File: src/rtl/imt_consts.svh
// constants of the interval match timer: offsets, fields, reset values
// assumes byte addresses on an 8-bit register port, one 16-bit register a word
`ifndef IMT_CONSTS_SVH
`define IMT_CONSTS_SVH

// ==========================================
// register offsets
`define IMT_OFS_RUN 8'h00
`define IMT_OFS_CSR0 8'h04
`define IMT_OFS_CNT0 8'h08
`define IMT_OFS_COR0 8'h0C
`define IMT_CH_STRIDE 8'h10
`define IMT_OFS_IST 8'h20
`define IMT_OFS_ICLR 8'h24
`define IMT_OFS_IEN 8'h28

// ==========================================
// field positions
`define IMT_CSR_FLAG 7
`define IMT_CSR_IE 6
`define IMT_CSR_CKS_HI 1
`define IMT_CSR_CKS_LO 0

// ==========================================
// reset values
`define IMT_RST_RUN 2'h0
`define IMT_RST_CNT 16'h0000
`define IMT_RST_COR 16'hFFFF
`define IMT_RST_CKS 2'h0

// ==========================================
// prescaler: divide by 8, 32, 128, 512
`define IMT_PRE_W 9
`define IMT_DIV8_BITS 3
`define IMT_DIV_STEP 2

`endif

File: src/rtl/imt_pkg.sv
// types of the interval match timer
// assumes imt_consts.svh is on the include path
`include "imt_consts.svh"

package imt_pkg;

  typedef struct packed {
    logic [7:0] addr;
    logic [15:0] wdata;
    logic [1:0] be;
    logic wr;
    logic rd;
  } imt_bus_req_t;

  typedef struct packed {
    logic flag;
    logic ie;
    logic [1:0] cks;
    logic [15:0] cnt;
    logic [15:0] cor;
  } imt_chan_t;

  typedef struct packed {
    logic [1:0] run;
    imt_chan_t [1:0] ch;
    logic [`IMT_PRE_W-1:0] pre;
    logic [1:0] ist;
    logic [1:0] ien;
    logic [15:0] rdata;
    logic irq;
    logic [1:0] mir;
  } imt_state_t;

endpackage

File: src/rtl/imt_timer.sv
// two-channel 16-bit interval match timer with register port and interrupts
// assumes one clock core_clk, synchronous reset rstn, a one-cycle strobe bus
// Contract
// two independent channels, each with its own 16-bit counter raising interrupts.
// two-bit clock select per channel picks clock divided by 8, 32, 128, 512.
// run register bit 1 runs channel 1, bit 0 runs channel 0.
// run register bits 15..2 read zero; software writes zero there.
// run register clears on reset and on standby entry.
// control/status bit 7 is match flag, set once counter equalled constant.
// software clears flag only by writing 0; writing 1 has no effect.
// bit 6 enables match interrupt request while the flag is set.
// control/status bits 15..8 and 5..2 read zero; write zero.
// control/status clears on reset and on standby entry.
// counter increments on selected clock while running, holds while stopped.
// on counter equal to constant, counter clears, flag sets, counting resumes.
// counter clears on reset and on standby entry.
// compare constant sets interval, resets to all ones.
// match acts at the next count clock after equality, counter going zero.
// match clear beats a coincident software write to the counter.
// counter write beats coincident increment; unwritten byte keeps value.
// software clears flag by reading it as 1, then writing 0; the code clears it on any write of 0 to bit 7, read or not.
// prescaler makes single-cycle count enables; counter advances only on them.
//
// The placing of the registers and the strobed register port were chosen for this implementation.

module imt_timer (
  input wire logic core_clk,
  input wire logic rstn,
  input wire logic standby,
  input wire imt_pkg::imt_bus_req_t bus_req,
  output logic [15:0] rdata,
  output logic irq,
  output logic [1:0] match_irq
);

  // ==========================================
  // state
  imt_pkg::imt_state_t st_q;
  imt_pkg::imt_state_t st_d;

  logic [1:0] tick;
  logic [1:0] match;
  logic [1:0] wr_csr;
  logic [1:0] wr_cnt;
  logic [1:0] wr_cor;
  logic [1:0] rd_hit;

  // ==========================================
  // per-channel prescale tap and match detect
  for (genvar c = 0; c < 2; c++) begin : g_ch
    logic [`IMT_PRE_W-1:0] mask;
    logic [3:0] nbits;
    localparam logic [7:0] CSR_A = 8'(`IMT_OFS_CSR0 + c * `IMT_CH_STRIDE);
    localparam logic [7:0] CNT_A = 8'(`IMT_OFS_CNT0 + c * `IMT_CH_STRIDE);
    localparam logic [7:0] COR_A = 8'(`IMT_OFS_COR0 + c * `IMT_CH_STRIDE);

    always_comb begin
      nbits = 4'(`IMT_DIV8_BITS + `IMT_DIV_STEP * st_q.ch[c].cks);
      mask = `IMT_PRE_W'((1 << nbits) - 1);
    end

    // one-cycle enable when the low bits of the prescaler wrap
    assign tick[c] = st_q.run[c] && ((st_q.pre & mask) == mask);
    assign match[c] = tick[c] && (st_q.ch[c].cnt == st_q.ch[c].cor);
    assign wr_csr[c] = bus_req.wr && (bus_req.addr == CSR_A);
    assign wr_cnt[c] = bus_req.wr && (bus_req.addr == CNT_A);
    assign wr_cor[c] = bus_req.wr && (bus_req.addr == COR_A);
    assign rd_hit[c] = (bus_req.addr == CSR_A) || (bus_req.addr == CNT_A)
                       || (bus_req.addr == COR_A);
  end

  // ==========================================
  // byte-lane merge for 16-bit registers
  function automatic logic [15:0] merge(input logic [15:0] old_v,
                                        input logic [15:0] new_v,
                                        input logic [1:0] be);
    logic [15:0] r;
    r = old_v;
    if (be[0]) begin
      r[7:0] = new_v[7:0];
    end
    if (be[1]) begin
      r[15:8] = new_v[15:8];
    end
    return r;
  endfunction

  // ==========================================
  // next-state logic
  always_comb begin
    logic [15:0] csr_w;
    logic [1:0] ev;
    csr_w = 16'h0000;
    ev = 2'h0;
    st_d = st_q;
    st_d.pre = st_q.pre + `IMT_PRE_W'(1);

    // run register: only low bits exist
    if (bus_req.wr && bus_req.addr == `IMT_OFS_RUN && bus_req.be[0]) begin
      st_d.run = bus_req.wdata[1:0];
    end

    for (int c = 0; c < 2; c++) begin
      // control/status write
      if (wr_csr[c] && bus_req.be[0]) begin
        csr_w = bus_req.wdata;
        st_d.ch[c].ie = csr_w[`IMT_CSR_IE];
        st_d.ch[c].cks = csr_w[`IMT_CSR_CKS_HI:`IMT_CSR_CKS_LO];
        if (!csr_w[`IMT_CSR_FLAG]) begin
          st_d.ch[c].flag = 1'b0;
        end
      end
      // compare constant write
      if (wr_cor[c]) begin
        st_d.ch[c].cor = merge(st_q.ch[c].cor, bus_req.wdata, bus_req.be);
      end
      // counter: match clear > write > increment
      if (match[c]) begin
        st_d.ch[c].cnt = `IMT_RST_CNT;
        st_d.ch[c].flag = 1'b1;
        ev[c] = 1'b1;
      end else if (wr_cnt[c]) begin
        st_d.ch[c].cnt = merge(st_q.ch[c].cnt, bus_req.wdata, bus_req.be);
      end else if (tick[c]) begin
        st_d.ch[c].cnt = st_q.ch[c].cnt + 16'h0001;
      end
    end

    // interrupt status: set wins over clear
    if (bus_req.wr && bus_req.addr == `IMT_OFS_ICLR && bus_req.be[0]) begin
      st_d.ist = st_q.ist & ~bus_req.wdata[1:0];
    end
    st_d.ist = st_d.ist | ev;
    if (bus_req.wr && bus_req.addr == `IMT_OFS_IEN && bus_req.be[0]) begin
      st_d.ien = bus_req.wdata[1:0];
    end

    // standby entry returns run and the channel registers to their reset values; prescaler, status and enables keep theirs
    if (standby) begin
      st_d.run = `IMT_RST_RUN;
      for (int c = 0; c < 2; c++) begin
        st_d.ch[c].flag = 1'b0;
        st_d.ch[c].ie = 1'b0;
        st_d.ch[c].cks = `IMT_RST_CKS;
        st_d.ch[c].cnt = `IMT_RST_CNT;
        st_d.ch[c].cor = `IMT_RST_COR;
      end
    end

    // read data, valid the cycle after the strobe
    st_d.rdata = 16'h0000;
    if (bus_req.rd) begin
      unique case (bus_req.addr)
        `IMT_OFS_RUN: st_d.rdata = {14'h0000, st_q.run};
        `IMT_OFS_IST: st_d.rdata = {14'h0000, st_q.ist};
        `IMT_OFS_IEN: st_d.rdata = {14'h0000, st_q.ien};
        default: begin
          for (int c = 0; c < 2; c++) begin
            if (bus_req.addr == 8'(`IMT_OFS_CSR0 + c * `IMT_CH_STRIDE)) begin
              st_d.rdata = {8'h00, st_q.ch[c].flag, st_q.ch[c].ie, 4'h0,
                            st_q.ch[c].cks};
            end
            if (bus_req.addr == 8'(`IMT_OFS_CNT0 + c * `IMT_CH_STRIDE)) begin
              st_d.rdata = st_q.ch[c].cnt;
            end
            if (bus_req.addr == 8'(`IMT_OFS_COR0 + c * `IMT_CH_STRIDE)) begin
              st_d.rdata = st_q.ch[c].cor;
            end
          end
        end
      endcase
    end

    // request lines follow the next flag and enable, irq the next status and enable
    for (int c = 0; c < 2; c++) begin
      st_d.mir[c] = st_d.ch[c].flag && st_d.ch[c].ie;
    end
    st_d.irq = |(st_d.ist & st_d.ien);
  end

  // ==========================================
  // registers
  always_ff @(posedge core_clk) begin
    if (!rstn) begin
      st_q.run <= `IMT_RST_RUN;
      for (int c = 0; c < 2; c++) begin
        st_q.ch[c].flag <= 1'b0;
        st_q.ch[c].ie <= 1'b0;
        st_q.ch[c].cks <= `IMT_RST_CKS;
        st_q.ch[c].cnt <= `IMT_RST_CNT;
        st_q.ch[c].cor <= `IMT_RST_COR;
      end
      st_q.pre <= '0;
      st_q.ist <= 2'h0;
      st_q.ien <= 2'h0;
      st_q.rdata <= 16'h0000;
      st_q.irq <= 1'b0;
      st_q.mir <= 2'h0;
    end else begin
      st_q <= st_d;
    end
  end

  assign rdata = st_q.rdata;
  assign irq = st_q.irq;
  assign match_irq = st_q.mir;
endmodule

File: config.mk
export PLATFORM = sky130hd
export DESIGN_NAME = imt_timer
export DESIGN_NICKNAME = d
export VERILOG_FILES = /design/src/rtl/imt_pkg.sv /design/src/rtl/imt_timer.sv
export VERILOG_INCLUDE_DIRS = /design/src /design/src/rtl
export SDC_FILE = /design/constraint.sdc
export NUM_CORES = 1
export LEC_CHECK = 0
export BUFFER_PORTS_ARGS = -buffer_cell sky130_fd_sc_hd__buf_2
export CORE_ASPECT_RATIO = 1.4
export CORE_MARGIN = 1.5
export CORE_UTILIZATION = 40
export DETAILED_ROUTE_END_ITERATION = 10
export GPL_TIMING_DRIVEN = 0
export PLACE_DENSITY_LB_ADDON = 0.12
export SYNTH_ARGS = -nofsm -noshare
export SYNTH_HDL_FRONTEND = slang
export SYNTH_SLANG_ARGS = --single-unit
File: constraint.sdc
create_clock -name core_clk -period 2.9 [get_ports core_clk]
set_input_delay 0.145 -clock core_clk [delete_from_list [all_inputs] [get_ports core_clk]]
set_output_delay 0.145 -clock core_clk [all_outputs]
set_load 0.02 [all_outputs]
==> results of run 1 <==
==> metrics by stage <==
step | setup slack (ps) | area, um2 | utilization
global route | 104.5 | 6771 | 0.4646
finish | 256.7 | 6771 | 0.4646
global placement | -219.3 | 6447 | 0.4424
CTS | 8.875 | 6761 | 0.4639
detailed placement | -272.0 | 6447 | 0.4424
floorplan | 600.1 | 5986 | -
==> worst max path at each step <==
stage,to,depth (start not counted),start
2_1_floorplan,st_q[53],8,st_q[64]
3_3_place_gp,st_q[50],8,st_q[64]
3_5_place_dp,st_q[50],8,st_q[64]
4_1_cts,st_q[50],8,st_q[64]
5_1_grt,st_q[50],8,st_q[64]
6_report,st_q[50],8,st_q[64]
==> registers in the layout, indices dropped and copies added, names as in the netlist <==
name and flops:
match_irq 2, st_q 87, rdata 16, irq 1
==> cell families (layout without fill, tap and decap cells) <==
group / count (synthesis) / count (layout) / synth area share
mux: 47 / 47 / 0.08048
flops: 106 / 106 / 0.3545
xor+xnor: 41 / 41 / 0.05999
fa+ha+maj: 6 / 6 / 0.01254
buf+inv: 75 / 140 / 0.06313
simple gates: 263 / 263 / 0.2385
compound gates: 158 / 158 / 0.1908
==> tightest hold or removal path, stage by stage <==
cell and delay [ps]:
buf_2 100, mux2i_1 70, nand2_1 60
==> cells in the mapped netlist (all sizes together), types with 5 or more instances <==
library cell	n	share of area
and3	10	0.010
a222oi	12	0.020
nor2b	5	0.0052
xnor2	6	0.0088
nor2	29	0.019
dfxtp	106	0.35
and2	11	0.011
nor4	14	0.017
a22o	6	0.0088
o22ai	8	0.0084
a211oi	19	0.024
a21oi	35	0.029
ha	6	0.013
buf	34	0.037
o211ai	6	0.0075
o21ai	24	0.021
mux2i	38	0.064
nor3	24	0.026
clkbuf	25	0.016
nand2	78	0.051
inv	16	0.010
mux2	9	0.017
nand4	16	0.017
or2	7	0.0073
a21boi	7	0.0088
nand3	49	0.045
a31oi	6	0.0063
xor2	35	0.051
==> what timing repair did <==
| action | in CTS | in global routing |
|---|---|---|
| gates resized for setup | 2 | 1 |
| setup endpoints to repair | 20 | 11 |
| setup buffers | 3 | 1 |
| pin swaps | 1 | 1 |
==> routing by layer <==
layer	wire length (um)	vias to the layer above	part of all wire	global-route usage
li1	-	2682	-	-
met1	7748	2663	0.40	0.2967
met2	9541	223	0.50	0.4387
met3	900	50	0.047	0.02866
met4	966	0	0.050	0.1358
met5	0	-	0	0
==> cell type report <==
class                           count  area, um2
Sequential cell                   106       2122
Clock inverter                      7      55.05
Inverter                           16      60.06
Multi-Input combinational cell    515       3500
Tap cell                          189      236.5
Fill cell                        1485       7802
Clock buffer                        9      225.2
Buffer                             59      317.8
Timing Repair Buffer               49      255.2
==> placed cells by master, fill, tap and decap left out, types with 13 or more instances in the layout <==
cell / count
inv_1: 16
mux2i_1: 38
nand4_1: 16
nand3_1: 46
dfxtp_1: 106
a21oi_1: 35
clkbuf_1: 25
a211oi_1: 19
nor3_1: 19
nor2_1: 28
buf_4: 23
buf_2: 59
nand2_1: 75
nor4_1: 13
xor2_1: 35
o21ai_0: 20
==> power by group through the flow <==
stage               logic (W)  clock network [W]  registers (W)
detailed placement   0.000156                  0        0.00150
floorplan           0.0000801                  0        0.00149
finish               0.000159            0.00118        0.00146
CTS                  0.000158            0.00121        0.00146
global route         0.000170            0.00127        0.00146
global placement     0.000156                  0        0.00150
==> flow_summary.toml, run 1 <==
[run_status]
status = "completed"

[die]
die_w_um = 106.4
die-height_um = 147.7
coreArea_um2 = 14570
die_area_um2 = 15720
num_rows = 52
num_io_pins = 50
start_util = 0.4107

[grt]
antenna_found_initial = 0
grt_max_degree = 19
grt_usage = 0.2506
overflow = 0
grt_pass1_wl_um = 30020
grt_pass1_vias = 5429

[place]
dp_hpwl_um = 14730
port_buffers = 45
dp_cells = 930
gp_congestion = 0.9161

[power_and_ir_drop]
fin_total_pwr_w = 0.002804
p_clk_frac = 0.422
sw_frac_of_total = 0.2530
p_leak_nw = 2.360
p_sw_w = 0.0007093
peakVddDrop_mv = 0.2381
pwr-share-seq = 0.521
power-per-cell-area_nw_per_um2 = 414.1
combPwrFrac = 0.057
p_int_w = 0.002095

[sta]
maxSlewViolCount = 0
slew-limit-headroom = 0.3509
finalCritPeriodShare = 0.9115
worstMarginPinSlew_ps = 967.1
tns_ps = 0
setup_viol = 0
timing.fmax_mhz = 378.3
hold_ws_ps = 52.91
rsz0062_at_grt = "no"
fin_crit_ps = 2643
skew_ps = 11.30
hold_violations = 0

[routing]
drt-total-wl_um = 19160
ant_nets = 0
dr.pass1.iters = 8
routed-via-count = 5618
viasPerCell = 5.914
drc = 0
drt_iter0_drc = 488
wl_per_cell_um = 20.17

[synthesis]
syn_area_um2 = 5986
synth-seq-area-share = 0.3545
yosysWarningCount = 0
synth_edf_count = 0
synth_seq_cells = 106
synthArstFlopShare = 0
synthCells = 696
avgSynthCellArea_um2 = 8.600
synth_ff_type = "dfxtp_1"
ys_types = 68
syn-num-nets = 733

[min_path]
worstHoldStart = "bus_req[19]"
min_path_type = "in2reg"
hold_end = "st_q[47]"
holdPathStages = 3

[layout]
nets = 793
layout-drive-gt1-share = 0.1787
n_antenna_cell = 0
fin_cells = 950
area_growth_pct = 13.13

[clocking]
cts_root_buffer = "clkbuf_16"
cts.path.max_buffers = 2
worstSkewPairLatency_ps = 360
clkSlewWorstSetupHoldPaths_ps = 80
hold_buffers = 0
cts_tree = "yes"
cts.htree.levels = 3
numCtsBuffers = 9
cts.sinks = 106

[critical_path]
slowest_delay_ps = 410
path_max_fanout = 10
slowest_stage = "a2111oi_4"
start_kind = "register"
endpoint_kind = "register"
r2r_cells = 8
cp_top_family = "compound AO/OA/AOI/OAI gates"
worst-path-buf-inv = 1
r2r_end = "st_q[50]"
worst_r2r_startpoint = "st_q[64]"
cp_cell_sequence = "or2_2, ha_1, o21ai_0, a2111oi_4, nand2_2, o21ai_4, buf_2, a211oi_1"
reg2reg_slack_ps = 260
arrival_ps = 2870
crit_required_ps = 3130
path_class = "reg2reg"

[flow_run]
maxCapViolations = 0
(Power assumes the default switching activity.)
==> run 2: changes to the inputs <==
--- a/config.mk
+++ b/config.mk
@@ -13,6 +13,7 @@
 export DETAILED_ROUTE_END_ITERATION = 10
 export GPL_TIMING_DRIVEN = 0
 export PLACE_DENSITY_LB_ADDON = 0.12
+export RECOVER_POWER = 50
 export SYNTH_ARGS = -nofsm -noshare
 export SYNTH_HDL_FRONTEND = slang
 export SYNTH_SLANG_ARGS = --single-unit
==> run 2 against run 1 <==
Net effect:
- non-clock buffer count unchanged
- critical path depth unchanged
- critical path type unchanged
- register-to-register slack about the same
- maximum frequency decreased by 0.43%
- largest power group unchanged
- combinational power decreased by 4%
- clock-buffer cell count unchanged
- final cell count unchanged
==> flow_summary.toml, run 2 (same netlist as run 1, synthesis figures left out) <==
[grt]
grt_max_degree = 19
overflow = 0
grt_pass1_vias = 5429
grt_usage = 0.2506
antenna_found_initial = 0
grt_pass1_wl_um = 30020

[sta]
setup_viol = 0
worstMarginPinSlew_ps = 966.9
skew_ps = 11.65
finalCritPeriodShare = 0.9154
slew-limit-headroom = 0.3495
maxSlewViolCount = 0
hold_violations = 0
fin_crit_ps = 2655
tns_ps = 0
timing.fmax_mhz = 376.7
hold_ws_ps = 53.42
rsz0062_at_grt = "no"

[power_and_ir_drop]
power-per-cell-area_nw_per_um2 = 417.6
fin_total_pwr_w = 0.002796
peakVddDrop_mv = 0.2384
p_leak_nw = 2.225

[routing]
viasPerCell = 5.895
drt-total-wl_um = 19120
ant_nets = 0
drc = 0
drt_iter0_drc = 484
wl_per_cell_um = 20.12
routed-via-count = 5600
dr.pass1.iters = 7

[layout]
layout-drive-gt1-share = 0.1380
nets = 793
layout_commonest_cell = "dfxtp_1"
top_register = "st_q"
area_growth_pct = 11.87
n_antenna_cell = 0
layout_common_cells = "dfxtp_1 (106), nand2_1 (76), clkbuf_1 (52), nand3_1 (46), mux2i_1 (38)"
final_area_um2 = 6696
largest_reg_flops = 87
fin_cells = 950

[clocking]
numCtsBuffers = 9
hold_buffers = 0
clkSlewWorstSetupHoldPaths_ps = 80
cts.sinks = 106
cts.htree.levels = 3
worstSkewPairLatency_ps = 360
cts_root_buffer = "clkbuf_16"
cts.path.max_buffers = 2
cts_tree = "yes"

[place]
dp_cells = 930
dp_hpwl_um = 14730
port_buffers = 45
gp_congestion = 0.9161
dpl_cell_area_um2 = 6447

[flow_run]
maxCapViolations = 0

[die]
num_rows = 52
die-height_um = 147.7
start_util = 0.4107
num_io_pins = 50
coreArea_um2 = 14570
die_w_um = 106.4
die_area_um2 = 15720

[critical_path]
cp_cell_sequence = "or2_2, ha_1, o21ai_0, a2111oi_4, nand2_2, o21ai_4, buf_2, a211oi_1"
crit_required_ps = 3130
start_kind = "register"
endpoint_kind = "register"
slowest_stage = "a2111oi_4"
slowest_delay_ps = 410
cp_top_family = "compound AO/OA/AOI/OAI gates"
arrival_ps = 2880
path_class = "reg2reg"
worst-path-buf-inv = 1
path_max_fanout = 10

[min_path]
min_path_type = "in2reg"

[run_status]
status = "completed"
[run 2: cell types whose count changed in the layout (fill, tap and decap cells not counted), sizes merged]
cell,before,now
buf,83,56
clkbuf,34,61
[run 2: through the flow]
stage	worst slack, ps	util
floorplan	600.1	-
global placement	-219.3	0.4424
detailed placement	-272.0	0.4424
CTS	8.875	0.4639
global route	104.5	0.4595
finish	245.2	0.4595
[run 2: final cells by class]
cell class / count / area, um2
timing repair buffer: 49 / 229.0
tap: 189 / 236.5
multi-input combinational: 515 / 3458
inverter: 16 / 60.06
fill: 1508 / 7878
sequential: 106 / 2122
clock inverter: 7 / 55.05
clock buffer: 9 / 225.2
buffer: 59 / 310.3
[run 2: power by group]
part | switching (W) | internal [W] | leakage, nW
clock | 0.000593 | 0.000589 | 0.132
combinational | 0.000108 | 0.0000447 | 1.24
sequential | 0.00000319 | 0.00146 | 0.855
total | 0.000704 | 0.00209 | 2.22
[run 2: path summary, 6_finish.rpt]
path | start | depth (start not counted) | endpoint | slack (ps)
setup reg to reg | st_q[64] | 8 | st_q[50] | 250
setup / recovery | st_q[64] | 8 | st_q[50] | 250
hold reg to reg | st_q[23] | 1 | st_q[23] | 480
hold / removal | bus_req[19] | 3 | st_q[47] | 50
[run 2: metal layers]
| layer | global-route usage | routed length [um] |
|---|---|---|
| met2 | 0.4387 | 9477 |
| met4 | 0.1358 | 958 |
| met5 | 0 | 0 |
| met3 | 0.02866 | 797 |
| met1 | 0.2967 | 7883 |
[run 2: timing repair]
| action | CTS | global route |
|---|---|---|
| hold endpoints to repair | 0 | 0 |
| setup endpoints to repair | 20 | 11 |
| buffers inserted | 3 | 1 |
| pin swaps | 1 | 1 |
| resized for setup | 2 | 1 |
[run 2: tightest hold or removal path: cells and delay by family]
kind	cells	cell delay, ps
AND/OR/NAND/NOR	1	60
buffers and inverters	1	100
multiplexers	1	70
